==> src/hdl/scs_status_params.svh <==
// Summary of operation
// Flag behaviour below applies only while the card mode select bit is 1.
// Transmit-empty flag is bit 7, resets to 1, held set while transmitter disabled.
// Transmit-empty flag sets when a byte moves from holding to shift register.
// Transmit-empty flag clears when software writes 0 after reading it as 1.
// Transmit-empty flag clears when the DMA writes the transmit holding register.
// Receive-full flag is bit 6, resets to 0, sets on clean reception.
// Receive-full flag clears when software writes 0 after reading it as 1.
// Receive-full flag clears when the DMA reads the receive holding register.
// Receive-full flag keeps its value when the receiver is disabled.
// Overrun flag is bit 5, resets to 0, sets on reception while receive-full.
// On overrun the old byte stays held and the new byte is dropped.
// While the overrun flag is 1 no further reception takes place.
// In clocked synchronous operation transmission halts while overrun is set.
// Overrun flag clears when software writes 0 after reading it as 1.
// Overrun flag keeps its value when the receiver is disabled.
// Error-signal flag is bit 4, resets to 0, sets on sampled low error signal.
// Error-signal flag clears when software writes 0 after reading it as 1.
// Software clearing a flag with its interrupt enabled reads it back afterwards.
// Writing 1 to any of the four flags leaves it unchanged.
// A written 0 clears only a flag read as 1 since it last became set.
`ifndef SCS_STATUS_PARAMS_SVH
`define SCS_STATUS_PARAMS_SVH

// Register offsets
`define SCS_OFS_MODE 4'h0
`define SCS_OFS_CTRL 4'h1
`define SCS_OFS_STATUS 4'h2
`define SCS_OFS_TX_HOLD 4'h3
`define SCS_OFS_RX_HOLD 4'h4

// Status field positions
`define SCS_TX_EMPTY_BIT 7
`define SCS_RX_FULL_BIT 6
`define SCS_OVERRUN_BIT 5
`define SCS_CARD_ERR_BIT 4

// Control and mode field positions
`define SCS_TX_ENABLE_BIT 5
`define SCS_RX_ENABLE_BIT 4
`define SCS_CARD_MODE_BIT 0
`define SCS_SYNC_MODE_BIT 7

// Reset values
`define SCS_MODE_RST 8'h00
`define SCS_CTRL_RST 8'h00
`define SCS_HOLD_RST 8'h00
`define SCS_TX_EMPTY_RST 1'b1
`define SCS_FLAG_RST 1'b0

`endif

==> src/hdl/scs_status_pkg.sv <==
package scs_status_pkg;

    // Data byte of the serial unit
    typedef logic [7:0] scs_byte_t;

    // Register address on the plain port
    typedef logic [3:0] scs_addr_t;

    // Index of each flag cell in the flag vector
    typedef enum {
        SCS_FLAG_CARD_ERR,
        SCS_FLAG_OVERRUN,
        SCS_FLAG_RX_FULL,
        SCS_FLAG_TX_EMPTY
    } scs_flag_idx_t;

endpackage

==> src/hdl/scs_pin_sync.sv <==
`timescale 1ns/1ps

module scs_pin_sync #(
    parameter logic RESET_LEVEL = 1'b1
) (
    input wire logic clk_in,
    input wire logic nrst_in,
    input wire logic pin_in,
    output logic level_out
);

    logic stage1_reg;
    logic stage2_reg;
    logic stage3_reg;

    // Three-stage chain; first stage feeds only the second
    always_ff @(posedge clk_in or negedge nrst_in) begin
        if (!nrst_in) begin
            stage1_reg <= RESET_LEVEL;
            stage2_reg <= RESET_LEVEL;
            stage3_reg <= RESET_LEVEL;
        end else begin
            stage1_reg <= pin_in;
            stage2_reg <= stage1_reg;
            stage3_reg <= stage2_reg;
        end
    end

    // Level only moves once the last two stages agree
    always_ff @(posedge clk_in or negedge nrst_in) begin
        if (!nrst_in) begin
            level_out <= RESET_LEVEL;
        end else if (stage2_reg == stage3_reg) begin
            level_out <= stage3_reg;
        end
    end

endmodule

==> src/hdl/scs_flag_cell.sv <==
`timescale 1ns/1ps

module scs_flag_cell #(
    parameter logic RESET_VALUE = 1'b0
) (
    input wire logic clk_in,
    input wire logic nrst_in,
    input wire logic set_in,
    input wire logic hw_clear_in,
    input wire logic read_in,
    input wire logic write_zero_in,
    output logic flag_out
);

    logic armed_reg;
    logic sw_clear;

    // Software clear needs a prior read of 1 since the flag rose
    assign sw_clear = write_zero_in & armed_reg;

    // Flag: set wins over any clear in the same cycle
    always_ff @(posedge clk_in or negedge nrst_in) begin
        if (!nrst_in) begin
            flag_out <= RESET_VALUE;
        end else if (set_in) begin
            flag_out <= 1'b1;
        end else if (sw_clear || hw_clear_in) begin
            flag_out <= 1'b0;
        end
    end

    // Arm on a read of 1, disarm whenever the flag drops
    always_ff @(posedge clk_in or negedge nrst_in) begin
        if (!nrst_in) begin
            armed_reg <= 1'b0;
        end else if (!set_in && (sw_clear || hw_clear_in)) begin
            armed_reg <= 1'b0;
        end else if (read_in && flag_out) begin
            armed_reg <= 1'b1;
        end
    end

endmodule

==> src/hdl/scs_status.sv <==
// Our own choices: the placing of the registers and the strobed register port.
`timescale 1ns/1ps
`include "scs_status_params.svh"

module scs_status
    import scs_status_pkg::*;
(
    input wire logic clk_in,
    input wire logic nrst_in,
    // Register port
    input wire logic [3:0] addr_in,
    input wire logic [7:0] wdata_in,
    input wire logic wr_in,
    input wire logic rd_in,
    output logic [7:0] rdata_out,
    // DMA side
    input wire logic dma_tx_write_in,
    input wire logic [7:0] dma_tx_data_in,
    input wire logic dma_rx_read_in,
    output logic [7:0] dma_rx_data_out,
    output logic tx_data_request_out,
    output logic rx_data_request_out,
    // Transmit shifter side
    input wire logic tx_shift_load_in,
    output logic [7:0] tx_shift_data_out,
    output logic tx_shift_valid_out,
    output logic tx_halt_out,
    // Receive shifter side
    input wire logic rx_done_in,
    input wire logic [7:0] rx_byte_in,
    input wire logic rx_parity_ok_in,
    output logic rx_enable_out,
    // Card line and error-signal sample strobe
    input wire logic card_io_in,
    input wire logic err_sample_in
);

    // Software registers
    scs_byte_t mode_reg;
    scs_byte_t ctrl_reg;
    scs_byte_t tx_hold_reg;
    scs_byte_t rx_hold_reg;

    // Decoded control bits
    logic card_mode;
    logic sync_mode;
    logic tx_enable;
    logic rx_enable;

    // Flag vector, indexed by scs_flag_idx_t
    logic [3:0] flag_vec;
    logic [3:0] set_vec;
    logic [3:0] hw_clear_vec;
    logic [3:0] wzero_vec;
    logic [7:0] status_byte;

    // Bus decode
    logic status_read;
    logic status_write;
    logic tx_hold_write;
    logic rx_hold_read;

    // Datapath events
    logic tx_move;
    logic rx_accept;
    logic rx_clean;
    logic rx_overrun;
    logic card_io_level;
    logic card_error;

    // Decoded control and mode bits
    assign card_mode = mode_reg[`SCS_CARD_MODE_BIT];
    assign sync_mode = mode_reg[`SCS_SYNC_MODE_BIT];
    assign tx_enable = ctrl_reg[`SCS_TX_ENABLE_BIT];
    assign rx_enable = ctrl_reg[`SCS_RX_ENABLE_BIT];

    // Address decode of the plain register port
    assign status_read = rd_in && (addr_in == `SCS_OFS_STATUS);
    assign status_write = wr_in && (addr_in == `SCS_OFS_STATUS);
    assign tx_hold_write = wr_in && (addr_in == `SCS_OFS_TX_HOLD);
    assign rx_hold_read = rd_in && (addr_in == `SCS_OFS_RX_HOLD);

    // Mode register
    always_ff @(posedge clk_in or negedge nrst_in) begin
        if (!nrst_in) begin
            mode_reg <= `SCS_MODE_RST;
        end else if (wr_in && (addr_in == `SCS_OFS_MODE)) begin
            mode_reg <= wdata_in;
        end
    end

    // Control register
    always_ff @(posedge clk_in or negedge nrst_in) begin
        if (!nrst_in) begin
            ctrl_reg <= `SCS_CTRL_RST;
        end else if (wr_in && (addr_in == `SCS_OFS_CTRL)) begin
            ctrl_reg <= wdata_in;
        end
    end

    // Card line passes the three-stage synchroniser
    scs_pin_sync #(
        .RESET_LEVEL(1'b1)
    ) u_card_sync (
        .clk_in(clk_in),
        .nrst_in(nrst_in),
        .pin_in(card_io_in),
        .level_out(card_io_level)
    );

    // Error signal: low card line at the sample strobe while sending
    assign card_error = card_mode && tx_enable && err_sample_in && !card_io_level;

    // Transmit move from holding to shift register
    assign tx_move = card_mode && tx_enable && tx_shift_load_in && !tx_halt_out
        && !flag_vec[SCS_FLAG_TX_EMPTY];

    // Halt transmission on overrun in clocked synchronous operation
    assign tx_halt_out = sync_mode && flag_vec[SCS_FLAG_OVERRUN];

    // Receiver runs only while enabled and no overrun pending
    assign rx_enable_out = rx_enable && !flag_vec[SCS_FLAG_OVERRUN];

    // Completed reception, sorted into clean store or overrun; a bad-parity byte while not full is neither
    assign rx_accept = card_mode && rx_done_in && rx_enable_out;
    assign rx_clean = rx_accept && rx_parity_ok_in && !flag_vec[SCS_FLAG_RX_FULL];
    assign rx_overrun = rx_accept && flag_vec[SCS_FLAG_RX_FULL];

    // Transmit holding register, written by CPU or DMA
    always_ff @(posedge clk_in or negedge nrst_in) begin
        if (!nrst_in) begin
            tx_hold_reg <= `SCS_HOLD_RST;
        end else if (dma_tx_write_in) begin
            tx_hold_reg <= dma_tx_data_in;
        end else if (tx_hold_write) begin
            tx_hold_reg <= wdata_in;
        end
    end

    // Shift register load and its one-cycle valid
    always_ff @(posedge clk_in or negedge nrst_in) begin
        if (!nrst_in) begin
            tx_shift_data_out <= `SCS_HOLD_RST;
            tx_shift_valid_out <= 1'b0;
        end else begin
            tx_shift_valid_out <= tx_move;
            if (tx_move) begin
                tx_shift_data_out <= tx_hold_reg;
            end
        end
    end

    // Receive holding register keeps the old byte on overrun
    always_ff @(posedge clk_in or negedge nrst_in) begin
        if (!nrst_in) begin
            rx_hold_reg <= `SCS_HOLD_RST;
        end else if (rx_clean) begin
            rx_hold_reg <= rx_byte_in;
        end
    end

    assign dma_rx_data_out = rx_hold_reg;

    // Data requests towards the DMA controller
    assign tx_data_request_out = card_mode && tx_enable && flag_vec[SCS_FLAG_TX_EMPTY];
    assign rx_data_request_out = card_mode && flag_vec[SCS_FLAG_RX_FULL];

    // Set events per flag; only active in card mode
    always_comb begin
        set_vec = 4'h0;
        // Transmit-empty held set while the transmitter is off
        set_vec[SCS_FLAG_TX_EMPTY] = card_mode && (!tx_enable || tx_move);
        // Receive-full only on a clean store; clearing the enable bit does not clear it
        set_vec[SCS_FLAG_RX_FULL] = rx_clean;
        // Overrun on a completed reception while still full
        set_vec[SCS_FLAG_OVERRUN] = rx_overrun;
        // Error signal seen on the synchronised card line
        set_vec[SCS_FLAG_CARD_ERR] = card_error;
    end

    // Hardware clears from DMA transfers
    always_comb begin
        hw_clear_vec = 4'h0;
        hw_clear_vec[SCS_FLAG_TX_EMPTY] = card_mode && dma_tx_write_in;
        hw_clear_vec[SCS_FLAG_RX_FULL] = card_mode && dma_rx_read_in;
    end

    // Software write of 0 per bit; a written 1 does nothing
    always_comb begin
        wzero_vec = 4'h0;
        wzero_vec[SCS_FLAG_TX_EMPTY] = card_mode && status_write
            && !wdata_in[`SCS_TX_EMPTY_BIT];
        wzero_vec[SCS_FLAG_RX_FULL] = card_mode && status_write
            && !wdata_in[`SCS_RX_FULL_BIT];
        wzero_vec[SCS_FLAG_OVERRUN] = card_mode && status_write
            && !wdata_in[`SCS_OVERRUN_BIT];
        wzero_vec[SCS_FLAG_CARD_ERR] = card_mode && status_write
            && !wdata_in[`SCS_CARD_ERR_BIT];
    end

    // Status byte as software sees it; low nibble reads 0
    always_comb begin
        status_byte = 8'h00;
        status_byte[`SCS_TX_EMPTY_BIT] = flag_vec[SCS_FLAG_TX_EMPTY];
        status_byte[`SCS_RX_FULL_BIT] = flag_vec[SCS_FLAG_RX_FULL];
        status_byte[`SCS_OVERRUN_BIT] = flag_vec[SCS_FLAG_OVERRUN];
        status_byte[`SCS_CARD_ERR_BIT] = flag_vec[SCS_FLAG_CARD_ERR];
    end

    // One flag cell per status flag
    genvar gi;
    generate
        for (gi = 0; gi < 4; gi++) begin : g_flag
            scs_flag_cell #(
                .RESET_VALUE((gi == SCS_FLAG_TX_EMPTY) ? `SCS_TX_EMPTY_RST : `SCS_FLAG_RST)
            ) u_cell (
                .clk_in(clk_in),
                .nrst_in(nrst_in),
                .set_in(set_vec[gi]),
                .hw_clear_in(hw_clear_vec[gi]),
                .read_in(status_read),
                .write_zero_in(wzero_vec[gi]),
                .flag_out(flag_vec[gi])
            );
        end
    endgenerate

    // Read data one cycle after the read strobe; zero otherwise
    always_ff @(posedge clk_in or negedge nrst_in) begin
        if (!nrst_in) begin
            rdata_out <= 8'h00;
        end else if (rd_in) begin
            unique case (addr_in)
                `SCS_OFS_MODE: begin
                    rdata_out <= mode_reg;
                end
                `SCS_OFS_CTRL: begin
                    rdata_out <= ctrl_reg;
                end
                `SCS_OFS_STATUS: begin
                    rdata_out <= status_byte;
                end
                `SCS_OFS_TX_HOLD: begin
                    rdata_out <= tx_hold_reg;
                end
                `SCS_OFS_RX_HOLD: begin
                    rdata_out <= rx_hold_reg;
                end
                default: begin
                    rdata_out <= 8'h00;
                end
            endcase
        end else begin
            rdata_out <= 8'h00;
        end
    end

endmodule

==> config.mk <==
export PLATFORM = sky130hd
export DESIGN_NAME = scs_status
export DESIGN_NICKNAME = d
export VERILOG_FILES = /design/src/hdl/scs_status_pkg.sv /design/src/hdl/scs_pin_sync.sv /design/src/hdl/scs_flag_cell.sv /design/src/hdl/scs_status.sv
export VERILOG_INCLUDE_DIRS = /design/src /design/src/hdl
export SDC_FILE = /design/constraint.sdc
export NUM_CORES = 1
export LEC_CHECK = 0
export BUFFER_PORTS_ARGS = -buffer_cell sky130_fd_sc_hd__buf_2
export CORE_MARGIN = 2
export CORE_UTILIZATION = 40
export DETAILED_ROUTE_END_ITERATION = 7
export PLACE_DENSITY = 0.65
export SLEW_MARGIN = 20
export SYNTH_ARGS = -nofsm -noshare
export SYNTH_HDL_FRONTEND = slang
export SYNTH_SLANG_ARGS = --single-unit
export TNS_END_PERCENT = 20
==> constraint.sdc <==
create_clock -name clk_in -period 1.39 [get_ports clk_in]
set_input_delay 0.0695 -clock clk_in [delete_from_list [all_inputs] [get_ports clk_in]]
set_output_delay 0.0695 -clock clk_in [all_outputs]
set_load 0.02 [all_outputs]
==> summary.txt <==
Global route
  • Total global routing overflow: 0
  • Global-route wire length before repair: around 11 mm
  • Tot GR Track Use: 0.187
  • Largest net degree at the start of global routing: 62
  • Initial antenna violation count: 0
  • Number of global-route vias before repair: 2153

Run status
  • Failing checks: negative setup slack
  • Status: complete, but fails checks

Cells and area
  • Fin util: 0.561
  • Filler cells: ~620
  • FF+latch area: 1530 um^2
  • Share of layout cells above drive strength 1: 0.452
  • Multi-input gate area: 1180 um^2
  • Nets@finish: 377
  • Area growth syn-to-layout: 37.2%
  • N_diodes: 0

Yosys
  • FFs w/ async S/R, synth: 1.00
  • Synth area leader: dfrtp_1
  • Most frequent cells after synthesis: dfrtp_1, mux2_2, a21oi_1, nand2_1, nor2b_1
  • Cell variety after synth: 38
  • Seq/Total Area, Yosys: 0.558
  • EDFF count, synth: 0
  • Syn_area_per_cell: 12.2 um^2
  • Mapped Nets: between 200 and 300
  • Post-Synthesis Cells: 225
  • Top-count cell post-synth: dfrtp_1
  • Synth Warn #: 0
  • Area contributors post-synth: dfrtp_1, mux2_2, dfstp_2
  • Yosys top cell area share: 0.510
  • Synth Flop Type: dfrtp_1
  • Synthesized flop and latch total: 61
  • Mapped Area: 2750 um^2

Clock network
  • CTS tree: done
  • Total CTS buffers: 9
  • Clk buf depth: 2
  • Clock net sink count: 61
  • Setup Buffers After CTS: 0
  • # H-tree levels: 3
  • Worst-Skew Late Latency: around 0.34 ns
  • Root Driver: clkbuf_8
  • Clock-pin slew on the worst setup and hold paths: 0.07 ns

Place
  • I/O Buffers: 67
  • GPL Wtd Cong: 0.806
  • Post-detail-place hpwl: 4.69 mm

Routing
  • Post-route ant nets: 0
  • Initial drt markers: 85
  • Via/cell ratio: 5.04
  • Routed len/inst: 15.6 um
  • Drc violations: 0
  • DR pass1 iterations: 4
  • Vias post-DR: 2130
  • Drt total wl: 6.59 mm

Power and ir drop
  • Net switching power: 1.72 mW
  • Design internal power: 3.98 mW
  • Net Sw Frac: 0.301
  • Clk pwr share: 0.290
  • Gate power share: 0.274
  • Maximum vdd drop: 0.000466 V
  • Power per standard cell area: 1510 nW/um^2
  • Leak: 1.83 nW
  • Reg power frac: 0.436

Die
  • Die Y-Extent: slightly below 90 um
  • Rows: 30
  • Starting Density: 0.409
  • Die Span X: 86.9 um
  • I/O Pins: 68
  • Die area: 7550 um^2
  • Core area: 6720 um^2

Timing
  • Final Skew: 0.00829 ns
  • Unrepaired setup endpoints after global routing: true
  • Tcrit/Tclk final: 1.05
  • Fmax: 0.685 GHz
  • Endpoints failing setup: 8
  • Tmin final: between 1 and 1.5 ns
  • Fin. Hold Viols: 0
  • Tightest Pin Transition: 0.437 ns
  • Slew Limit Fails: 0
  • Setup ws final: -0.0689 ns
  • Relative max-transition margin: 0.704
  • Final hold slack: 0.0211 ns

Critical path
  • R2r worst-path depth: 4
  • Crit Path Class: flop to flop
  • Crit path required time: approximately 1.6 ns
  • R2R setup slack: -0.07 ns
  • Maximum fanout along the worst path: 10
  • RR Endpoint: dma_rx_data_out[1]
  • Crit. End Element: flop
  • Setup crit start kind: flop
  • Arrival time worst endpoint: 1.68 ns
  • Reg2Reg Launch Point: g_flag[1].u_cell.flag_out

Hold path
  • Hold Path Sink: ctrl_reg[0]
  • Hold Path Depth: 2
  • HP Class: primary input to flop
  • HP Start: wdata_in[0]

Job
  • Maxcap violations: 0
## stage by stage
stage / area [um^2] / power, mW / TNS (ns) / std cells / worst slack (ns)
final: 3770 / 5.70 / -0.486 / 423 / -0.0689
after detailed placement: 3330 / 4.01 / -0.633 / 386 / -0.0613
after global routing: 3770 / 6.04 / -1.46 / 423 / -0.121
after floorplan: 2760 / 3.38 / -0.184 / 225 / -0.0231
after global placement: 3330 / 3.97 / -0.474 / 386 / -0.0373
after CTS: 3760 / 5.75 / -0.504 / 423 / -0.0688
## worst max-delay path, cell delays in order (launching register included)
cell and delay [ns]:
dfrtp_1 0.38, and3b_1 0.23, and4b_1 0.25, buf_12 0.14, mux2_2 0.33
## logic make-up (layout without fill, tap and decap cells)
logic type,count (synthesis),in the layout,synth area share
compound gates,45,45,0.0975
fa+ha+maj,1,1,0.00364
buf+inv,11,129,0.0200
flops,61,61,0.558
mux,47,47,0.189
simple gates,60,60,0.132
## metal layers
metal	vias up	global-route usage	wire, um
li1	1033	-	-
met1	1030	0.244	2880
met2	61	0.301	3280
met3	6	0.0559	356
met4	0	0.0597	69
met5	-	0	0
## worst max-delay path by stage
stage	startpoint	endpoint	slack, ns	depth (start not counted)
final	g_flag[1].u_cell.flag_out	dma_rx_data_out[1]	-0.07	4
after global placement	g_flag[1].u_cell.flag_out	dma_rx_data_out[3]	-0.04	4
after floorplan	g_flag[1].u_cell.flag_out	dma_rx_data_out[0]	-0.02	4
after CTS	g_flag[1].u_cell.flag_out	dma_rx_data_out[2]	-0.07	4
after global routing	g_flag[1].u_cell.flag_out	dma_rx_data_out[7]	-0.12	4
after detailed placement	g_flag[1].u_cell.flag_out	tx_shift_data_out[1]	-0.06	5
## cell type report
cell class / count / area share
clock inverters: 5 / 0.0199
flip-flops and latches: 61 / 0.406
repair buffers: 109 / 0.195
inverters: 4 / 0.00398
clock buffers: 11 / 0.0348
well taps: 80 / 0.0265
multi-input cells: 153 / 0.314
## cells in the final DEF (no fill, tap or decap), types with 3 or more instances in the layout
cell type,n
buf_4,19
clkbuf_8,9
mux2_2,38
nor2_1,8
buf_2,66
dfstp_2,5
nand2_1,19
inv_1,4
dfrtp_1,56
mux2i_1,8
a21oi_1,25
o21ai_0,7
o22a_1,4
clkinv_2,3
dlygate4sd3_1,21
nor2b_1,9
## power groups by stage
stage	registers [mW]	clock network [mW]	logic [mW]
2_1_floorplan	2.71	0	0.664
3_3_place_gp	2.51	0	1.46
3_5_place_dp	2.52	0	1.49
4_1_cts	2.49	1.71	1.55
5_1_grt	2.55	1.79	1.70
6_report	2.49	1.65	1.56
## what timing repair did
item | 4_1_cts | 5_1_grt
pin swaps | 0 | 3
resized for setup | 2 | 4
endpoints found under the setup margin | 16 | 18
endpoints found under the hold margin | 78 | 0
hold buffers | 21 | 0
(Power assumes the default switching activity.)
